[src/include/padc_cfg.svh]
// Purpose: Constants for the pipelined converter digital output port.
// Assumes: One clock, sys_clk_in, at 20 MHz.
// Notes: Included by the package and the port module.
// Overview of operation
// - Output enable low drives pins, high releases.
// - Conversion continues whatever the enable level.
// - Sleep request holds low power, outputs undefined.
// - Twelve-bit offset binary word, valid when enabled.
// - Sample each rising edge, seven-cycle delay while the skid buffer holds a word.
// - Exactly one output word per clock.
`ifndef PADC_CFG_SVH
`define PADC_CFG_SVH
`define PADC_DATA_W 12
`define PADC_PIPE_DEPTH 6
`define PADC_UNDEF_WORD 12'hA5A
`define PADC_RST_WORD 12'h000
`endif

[src/include/padc_pkg.sv]
// Purpose: Types shared by the converter port.
// Assumes: Constants come from padc_cfg.svh.
// Notes: Holds types only.
`include "padc_cfg.svh"
package padc_pkg;
  typedef logic [`PADC_DATA_W-1:0] padc_word_t;
endpackage

[src/rtl/padc_port.sv]
// Purpose: Digital output port of a pipelined converter: delay line, skid buffer, output drivers.
// Assumes: Samples arrive as words on sys_clk_in; enable and sleep are pins and are synchronised.
// Notes: Pin data is two signals; the bench resolves the wire level from the enable.
`timescale 1ns/1ps
`include "padc_cfg.svh"
module padc_port
  import padc_pkg::*;
#(
  parameter int DATA_W = `PADC_DATA_W,
  parameter int PIPE_DEPTH = `PADC_PIPE_DEPTH
) (
  // Clock and reset.
  input wire logic sys_clk_in,
  input wire logic rst_in,
  // Sampled analog value as a digital word.
  input wire logic [DATA_W-1:0] sample_in,
  // Control pins.
  input wire logic output_enable_n_in,
  input wire logic sleep_request_in,
  // Receiver stall; a word is lost only if the buffer overflows.
  input wire logic rx_ready_in,
  // Data pins.
  output logic [DATA_W-1:0] data_out,
  output logic [DATA_W-1:0] data_oe_out,
  output logic data_valid_out,
  output logic low_power_out
);

  // =====================================================
  // Elaboration checks
  // The pins are fixed at the word width, and the delay line needs at least two
  // stages so that the output register can supply the last cycle of delay.
  if (DATA_W != `PADC_DATA_W || PIPE_DEPTH < 2) begin : g_bad_params
    $error("padc_port: unsupported parameters.");
  end

  // =====================================================
  // Pin synchronisers
  logic [1:0] oe_n_sync;
  logic [1:0] sleep_sync;
  // Two stages guard against metastability; only stage 1 is read.
  always_ff @(posedge sys_clk_in or posedge rst_in) begin
    if (rst_in) begin
      oe_n_sync <= 2'h3;
      sleep_sync <= 2'h0;
    end else begin
      oe_n_sync <= {oe_n_sync[0], output_enable_n_in};
      sleep_sync <= {sleep_sync[0], sleep_request_in};
    end
  end
  wire oe_n = oe_n_sync[1];
  wire sleeping = sleep_sync[1];

  // =====================================================
  // Conversion pipeline
  logic [DATA_W-1:0] pipe [PIPE_DEPTH];
  // A word is taken each rising edge, even while disabled.
  // Sleep corrupts the pipeline contents, so a fixed junk word is loaded.
  wire [DATA_W-1:0] stage_in = sleeping ? DATA_W'(`PADC_UNDEF_WORD) : sample_in;
  always_ff @(posedge sys_clk_in or posedge rst_in) begin
    if (rst_in) begin
      for (int i = 0; i < PIPE_DEPTH; i++) pipe[i] <= DATA_W'(`PADC_RST_WORD);
    end else begin
      pipe[0] <= stage_in;
      for (int i = 1; i < PIPE_DEPTH; i++) pipe[i] <= pipe[i-1];
    end
  end
  // Pipe output is one stage short; the output register adds the sixth cycle.
  wire [DATA_W-1:0] pipe_word = pipe[PIPE_DEPTH-2];

  // =====================================================
  // Two-entry skid buffer
  logic [DATA_W-1:0] buf_word [2];
  logic [1:0] buf_cnt;
  wire buf_in_ready = (buf_cnt != 2'h2);
  wire buf_out_valid = (buf_cnt != 2'h0);
  wire push = buf_in_ready;
  wire pop = buf_out_valid && rx_ready_in;
  wire [1:0] next_buf_cnt = buf_cnt + 2'(push) - 2'(pop);
  // Full buffer drops the newest word; the converter cannot stall.
  always_ff @(posedge sys_clk_in or posedge rst_in) begin
    if (rst_in) begin
      buf_cnt <= 2'h0;
      buf_word[0] <= DATA_W'(`PADC_RST_WORD);
      buf_word[1] <= DATA_W'(`PADC_RST_WORD);
    end else begin
      buf_cnt <= next_buf_cnt;
      if (pop) buf_word[0] <= buf_word[1];
      if (push) buf_word[(pop ? buf_cnt - 2'h1 : buf_cnt) == 2'h0 ? 0 : 1] <= pipe_word;
    end
  end

  // =====================================================
  // Output drivers
  // Enable releases all pins; buffer feeds pins as offset binary.
  wire [DATA_W-1:0] next_data = buf_out_valid ? buf_word[0] : pipe_word;
  always_ff @(posedge sys_clk_in or posedge rst_in) begin
    if (rst_in) begin
      data_out <= DATA_W'(`PADC_RST_WORD);
      data_oe_out <= '0;
      data_valid_out <= 1'b0;
      low_power_out <= 1'b0;
    end else begin
      data_out <= next_data;
      data_oe_out <= {DATA_W{~oe_n}};
      data_valid_out <= ~oe_n & ~sleeping;
      low_power_out <= sleeping;
    end
  end

  // =====================================================
  // Assertions
  // All properties share the conversion clock and are held off during reset.

  // =====================================================
  // Output driver checks

  // The driver enable follows the synchronised pin one edge later.
  a_oe_drives: assert property (@(posedge sys_clk_in) disable iff (rst_in)
    ##1 data_oe_out == {DATA_W{~$past(oe_n)}})
    else $error("Enable mismatch.");

  // A split enable would leave some pins floating and others fighting the bus.
  a_oe_uniform: assert property (@(posedge sys_clk_in) disable iff (rst_in)
    data_oe_out == '0 || data_oe_out == '1)
    else $error("Enable not uniform.");

  // A high enable pin releases every data pin.
  a_oe_release: assert property (@(posedge sys_clk_in) disable iff (rst_in)
    oe_n |=> data_oe_out == '0)
    else $error("Pins not released.");

  // A low enable pin drives every data pin.
  a_oe_engage: assert property (@(posedge sys_clk_in) disable iff (rst_in)
    !oe_n |=> data_oe_out == '1)
    else $error("Pins not driven.");

  // =====================================================
  // Valid and low-power flag checks

  // Words are never marked valid while the converter sleeps.
  a_valid_gated: assert property (@(posedge sys_clk_in) disable iff (rst_in)
    sleeping |=> !data_valid_out)
    else $error("Valid during sleep.");

  // Valid needs both pins quiet, one edge after they are synchronised.
  a_valid_follows: assert property (@(posedge sys_clk_in) disable iff (rst_in)
    ##1 data_valid_out == $past(~oe_n & ~sleeping))
    else $error("Valid flag mismatch.");

  // Released pins can never carry a valid word.
  a_valid_needs_oe: assert property (@(posedge sys_clk_in) disable iff (rst_in)
    oe_n |=> !data_valid_out)
    else $error("Valid while released.");

  // The low-power flag rises one edge after the synchronised request.
  a_low_power: assert property (@(posedge sys_clk_in) disable iff (rst_in)
    sleeping |=> low_power_out)
    else $error("Low power flag missing.");

  // The flag clears one edge after the synchronised request is withdrawn.
  a_power_resume: assert property (@(posedge sys_clk_in) disable iff (rst_in)
    !sleeping |=> !low_power_out)
    else $error("Low power flag stuck.");

  // =====================================================
  // Conversion pipeline checks

  // The delay line hands on each taken word one edge short of its stage count.
  // The skid stage and the output register then complete the full latency.
  a_pipe_delay: assert property (@(posedge sys_clk_in) disable iff (rst_in)
    !$past(rst_in, PIPE_DEPTH - 1) |-> pipe_word == $past(stage_in, PIPE_DEPTH - 1))
    else $error("Pipeline delay wrong.");

  // Disabled pins do not stall conversion.
  a_keep_conv: assert property (@(posedge sys_clk_in) disable iff (rst_in)
    oe_n |=> pipe[0] == $past(stage_in))
    else $error("Pipeline stalled.");

  // Every edge moves the line by exactly one word.
  a_one_word: assert property (@(posedge sys_clk_in) disable iff (rst_in)
    1 |=> pipe[1] == $past(pipe[0]))
    else $error("Word rate broken.");

  // The last stage also moves once per edge.
  a_stage_shift: assert property (@(posedge sys_clk_in) disable iff (rst_in)
    1 |=> pipe[PIPE_DEPTH-1] == $past(pipe[PIPE_DEPTH-2]))
    else $error("Last stage stalled.");

  // Sleep loads the fixed junk word, so corrupt samples are recognisable.
  a_sleep_junk: assert property (@(posedge sys_clk_in) disable iff (rst_in)
    sleeping |=> pipe[0] == DATA_W'(`PADC_UNDEF_WORD))
    else $error("Sleep word wrong.");

  // Awake, the first stage takes the live sample.
  a_wake_sample: assert property (@(posedge sys_clk_in) disable iff (rst_in)
    !sleeping |=> pipe[0] == $past(sample_in))
    else $error("Live sample lost.");

  // =====================================================
  // Skid buffer checks

  // The count never passes the two entries that exist.
  a_buf_bound: assert property (@(posedge sys_clk_in) disable iff (rst_in)
    buf_cnt <= 2'h2)
    else $error("Buffer overflow.");

  // A push and a pop in one cycle leave the count alone.
  a_buf_steady: assert property (@(posedge sys_clk_in) disable iff (rst_in)
    (push && pop) |=> buf_cnt == $past(buf_cnt))
    else $error("Buffer count drift.");

  // A full buffer with a stalled receiver stays full and drops new words.
  a_buf_drop: assert property (@(posedge sys_clk_in) disable iff (rst_in)
    (buf_cnt == 2'h2 && !rx_ready_in) |=> buf_cnt == 2'h2)
    else $error("Full buffer changed.");

  // =====================================================
  // Data path checks

  // An empty buffer passes the delay line straight to the pins.
  a_bypass_word: assert property (@(posedge sys_clk_in) disable iff (rst_in)
    buf_cnt == 2'h0 |=> data_out == $past(pipe_word))
    else $error("Bypass word wrong.");

  // A holding buffer shows its oldest word first.
  a_head_word: assert property (@(posedge sys_clk_in) disable iff (rst_in)
    buf_cnt != 2'h0 |=> data_out == $past(buf_word[0]))
    else $error("Head word wrong.");

  // A popped head is replaced by the second entry when no push lands there.
  a_head_advance: assert property (@(posedge sys_clk_in) disable iff (rst_in)
    (pop && !push && buf_cnt == 2'h2) |=> buf_word[0] == $past(buf_word[1]))
    else $error("Head not advanced.");

endmodule // padc_port

[config.mk]
export PLATFORM = sky130hd
export DESIGN_NAME = padc_port
export DESIGN_NICKNAME = d
export VERILOG_FILES = /design/src/include/padc_pkg.sv /design/src/rtl/padc_port.sv
export VERILOG_INCLUDE_DIRS = /design/src /design/src/include
export SDC_FILE = /design/constraint.sdc
export NUM_CORES = 1
export LEC_CHECK = 0
export BUFFER_PORTS_ARGS = -buffer_cell sky130_fd_sc_hd__buf_2
export CAP_MARGIN = 20
export CORE_MARGIN = 10
export CORE_UTILIZATION = 40
export CTS_CLUSTER_DIAMETER = 40
export DETAILED_ROUTE_END_ITERATION = 6
export GPL_ROUTABILITY_DRIVEN = 0
export SLEW_MARGIN = 20
export SYNTH_ARGS = -nofsm -noshare
export SYNTH_HDL_FRONTEND = slang
export SYNTH_SLANG_ARGS = --single-unit
export TNS_END_PERCENT = 5
[constraint.sdc]
create_clock -name sys_clk_in -period 4.4 [get_ports sys_clk_in]
set_input_delay 1.32 -clock sys_clk_in [delete_from_list [all_inputs] [get_ports sys_clk_in]]
set_output_delay 1.32 -clock sys_clk_in [all_outputs]
set_load 0.02 [all_outputs]
Word-level counts from Yosys, hierarchy flattened:

Index checks and enable logic that the tools add are counted.

* register bits: 105
* latch bits: 0
* memories kept: 0
* word-level logic and storage cells: 37
* RAM bits: 0
* output and inout bits: 26
* bits in read-only memories: 0
* input port bits: 17

* bitwise logic cells: 4
* magnitude comparators: 2
* reductions and logical operators: 4
* equal/unequal tests: 1
* add/sub/neg operators: 3
* divide/modulo/power cells: 0
* muxes and demuxes: 9
* shift-type cells: 0
* $mul: 0

Operators with widths (number)
* 2-to-1 mux 12 bit: 4
* greater-or-equal comparator 32 x 2 -> 1 bit (second input constant): 1
* < comparator 32 x 1 -> 1 bit (second input constant): 1
* inverter 1 -> 32 bit: 1
* bitwise mux 24 bit: 1
* 2-to-1 mux 24 bit: 1
* demux 12 bit (select 1 bit): 1
* adder 2 x 1 -> 2 bit: 1
* logical AND 1 bit: 2
* logical NOT 2 bit: 1
* 2-to-1 mux 2 bit: 1
* != test 2 bit (second input constant): 1
* inverter 1 bit: 2
* nonzero test 2 bit: 1
* subtractor 2 x 1 -> 2 bit: 1
* subtractor 2 x 1 -> 2 bit (second input constant): 1
* AND 1 bit: 1
* 2-to-1 mux 1 bit: 1

Longest topological paths before layout:

* word-level depth: 12
* mapped depth: 10
* mapped depth without buffers: 8

Least setup slack after synthesis:

No wires, ideal clock.

* kind: input -> register
* from: input rx_ready_in
* to: register buf_word[13] in the netlist's numbering
* data required time: 4275 ps
* setup time: 125 ps
* cell stages on the path: 6
* data arrival time: 2597 ps
* slack: 1678 ps
* cell sequence: nor2b_1 buf_2 or3_4 a21oi_2 buf_4 mux2_2

* longest elaborated chain between the ends: 11
* elaborated cells between the ends (all ways): 13
* classes of those cells: 2 x order compare; 7 x mux; 1 x bitwise; 3 x reduce/logical

RTL lines
* from (decl): RTL line padc_port.sv:21 `input wire logic rx_ready_in,`
* logical AND 1 bit *: RTL line padc_port.sv:78 `wire pop = buf_out_valid && rx_ready_in;`
* 2-to-1 mux 2 bit: RTL line padc_port.sv:89 `if (push) buf_word[(pop ? buf_cnt - 2'h1 : buf_cnt) == 2'h0 ? 0 : 1] <= pipe_word;`
* logical NOT 2 bit: RTL line padc_port.sv:89
* 2-to-1 mux 1 bit: RTL line padc_port.sv:89
* inverter 1 -> 32 bit: RTL line padc_port.sv:89
* greater-or-equal comparator 32 x 2 -> 1 bit (not written as such) or < comparator 32 x 1 -> 1 bit (tied branches): RTL line padc_port.sv:89
* logical AND 1 bit (not written as such): RTL line padc_port.sv:89
* 2-to-1 mux 12 bit: RTL line padc_port.sv:89
* demux 12 bit (select 1 bit): RTL line padc_port.sv:89
* bitwise mux 24 bit: RTL line padc_port.sv:89
* 2-to-1 mux 24 bit *: RTL line padc_port.sv:89
* to (signal, indexed assignment): RTL line padc_port.sv:89
* to (decl): RTL line padc_port.sv:73 `logic [DATA_W-1:0] buf_word [2];`

Every way passes the cells marked *; elsewhere a longest branch is shown, timed or not.
A chain may end at the register's enable or synchronous reset.

Worst setup path in the final report:

* from: register buf_cnt[0]
* to: register buf_word[20] in the netlist's numbering

* longest elaborated chain between the ends: 12
* elaborated cells between the ends (all ways): 16
* classes of those cells: 1 x add/sub; 2 x order compare; 1 x eq/ne; 7 x mux; 1 x bitwise; 4 x reduce/logical

RTL lines
* from (decl): RTL line padc_port.sv:74 `logic [1:0] buf_cnt;`
* from (signal assigned): RTL line padc_port.sv:87 `buf_cnt <= next_buf_cnt;`
* branches (longest 11 deep; another with greater-or-equal comparator 32 x 2 -> 1 bit)
* 2-to-1 mux 24 bit *: RTL line padc_port.sv:89

Mark *: on every way between the ends.

==> results.ini <==
[outcome]
outcome = completed

[clocking]
clk_latency_ns = 0.36
numCtsBuffers = 9
clockBufferDepth = 2
cts_resized = 0
cts-htree-levels = 3
clk_pin_slew_worst_paths_ns = 0.10
clockRootBuffer = clkbuf_8
hold_buffers = 0
post_cts_buffers = 0
cts_tree = yes
clock_sinks = 105

[setup_path]
r2r_cells = 7
critPathLaunch = buf_cnt[0]
rr_startpoint = buf_cnt[0]
worstPathArrival_ns = 3.13
crit_required_ns = 4.65
rrSetupSlack_ns = 1.52
cp_max_fo = 15
start_kind = flip-flop
end_kind = flip-flop
reg2reg_to = buf_word[20]
critPathKind = flip-flop to flip-flop

[power]
power.density_nw_per_um2 = 642
p_int_w = 0.00183
p_comb_share_pct = 28.4
p_switching_w = 0.000741
peakVddDrop_v = 0.000264
p_sw_share_pct = 28.8
seqPwrFrac_pct = 47.6
p_leak_nw = 1.84
clkPwrFrac_pct = 24.1
total_power_w = 0.00257

[hold_path]
hold_class = flip-flop to flip-flop
hold_depth = 0
worstHoldEndpoint = pipe_word[0]
min-delay-start = pipe[24]

[route]
drc = 0
ant_nets = 0
postRouteWirelength_um = 4710
drtIter0Drc = 59
num_vias = 1507
wl_per_cell_um = 13.4
first_pass_iters = 4
viasPerCell = 4.29

[yosys]
post-synth-top-count-cell = dfrtp_1
ys_top_cells_by_count = dfrtp_1, mux2_2, buf_4
async_reset_ff_share_pct = 100
synth_warnings = 0
syn_avg_cell_area_um2 = 17.8
synth-seq-area-share_pct = 74.4
yosys.area.top_type = dfrtp_1
synth_edf_count = 0
synth_nets = 220
netlist_area_um2 = 3530
netlist_instances = 199
synth_ff_type = dfrtp_1
synth_area_leaders = dfrtp_1, mux2_2, mux2_4
synth-seq-cells = 105
ys_types = 19
synth_top_cell_area_share_pct = 72.9

[timing]
max_freq_mhz = 347
hold_slack_ns = 0.353
hold_violations = 0
post-route-period-util_pct = 65.4
timing.slew.headroom_pct = 47.4
worst_pin_slew_ns = 0.789
rsz0062_at_grt = no
setup_viol = 0
tns_ns = 0
report.final.slew_viol_count = 0
min_period_ns = 2.88
skew_ns = 0.00813

[floorplan]
rows = 34
io_pins = 43
die-height_um = 114
start_util_pct = 40.7
dieArea_um2 = 13000
coreArea_um2 = 8680
die_w_um = 114

[cells_and_area]
area_delta_synth_final_pct = 13.3
fin_nets = 259
num_antenna_cells = 0
drive_gt1_share_pct = 49.8

[global_route]
track_usage_pct = 7.96
overflow = 0
antenna_found_initial = 0
grt_pass1_vias = 1669
grt_max_degree = 69
grt_pass1_wl_um = 8220

[flow_run]
maxCapViolCount = 0

[placed_design]
dp_hpwl_um = 3020
numPortBuffers = 42

## cells by family after synthesis
| group | Yosys count | synth area share (%) |
|---|---|---|
| AO/OA/AOI/OAI | 1 | 0.248 |
| XOR/XNOR | 2 | 0.496 |
| adder cells (fa/ha/maj) | 4 | 1.42 |
| buffers and inverters | 22 | 3.86 |
| flip-flops | 105 | 74.4 |
| multiplexers | 48 | 16.4 |
| AND/OR/NAND/NOR | 17 | 3.22 |
## routing by layer
metal	vias up	wire (um)	track usage [%]
met5	-	0	0
met4	0	70	3.01
met3	8	288	4.09
met2	36	2150	11.6
met1	738	2200	9.84
li1	725	-	-
## critical path: stages (launching register included)
cell     delay, ns
dfrtp_1       0.41
inv_1         0.09
ha_1          0.58
nor2b_1       0.11
buf_4         0.23
or3_4         0.35
a21oi_2       0.59
mux2_2        0.41
## power groups by stage
stage | Sequential (W) | Combinational [W] | Clock [W]
floorplan | 0.00130 | 0.000541 | 0
global placement | 0.00124 | 0.000740 | 0
detailed placement | 0.00125 | 0.000750 | 0
CTS | 0.00123 | 0.000752 | 0.000651
global route | 0.00125 | 0.000804 | 0.000694
finish | 0.00122 | 0.000730 | 0.000620
## how the worst max path moves through the flow
stage / endpoint / slack (ns)
after floorplan: async pin / 0.32
after global placement: buf_word[23] / 1.15
after detailed placement: buf_word[20] / 1.14
after CTS: buf_word[17] / 1.47
after global routing: buf_word[17] / 1.33
final: buf_word[20] / 1.52
## cell usage in the layout, fill, tap and decap left out, drive strengths merged
cell type / Yosys / routed
a21oi: 1 / 1
and3b: 1 / 1
buf: 15 / 45
bufinv: 0 / 1
clkbuf: 2 / 10
clkinv: 0 / 2
dfrtp: 103 / 103
dfstp: 2 / 2
ha: 4 / 4
inv: 5 / 8
mux2: 48 / 48
nand3: 1 / 1
nor2: 1 / 1
nor2b: 7 / 7
or2: 6 / 6
or3: 1 / 1
xnor2: 2 / 2
## stage by stage
step | std cells | setup WS [ns] | utilization (%) | area, um^2
global route | 351 | 1.33 | 46.2 | 4010
floorplan | 199 | 0.323 | - | 3530
detailed placement | 335 | 1.14 | 43.6 | 3790
CTS | 351 | 1.47 | 46.2 | 4010
global placement | 335 | 1.15 | 43.6 | 3790
finish | 351 | 1.52 | 46.2 | 4010
## cell type report
| class | instances | area [um^2] |
|---|---|---|
| timing repair buffer | 45 | 233 |
| multi-input combinational | 72 | 768 |
| inverter | 5 | 21.3 |
| tap | 108 | 135 |
| clock buffer | 10 | 138 |
| fill | 774 | 4670 |
| sequential | 105 | 2630 |
| clock inverter | 6 | 81.3 |
(Power assumes the default switching activity.)
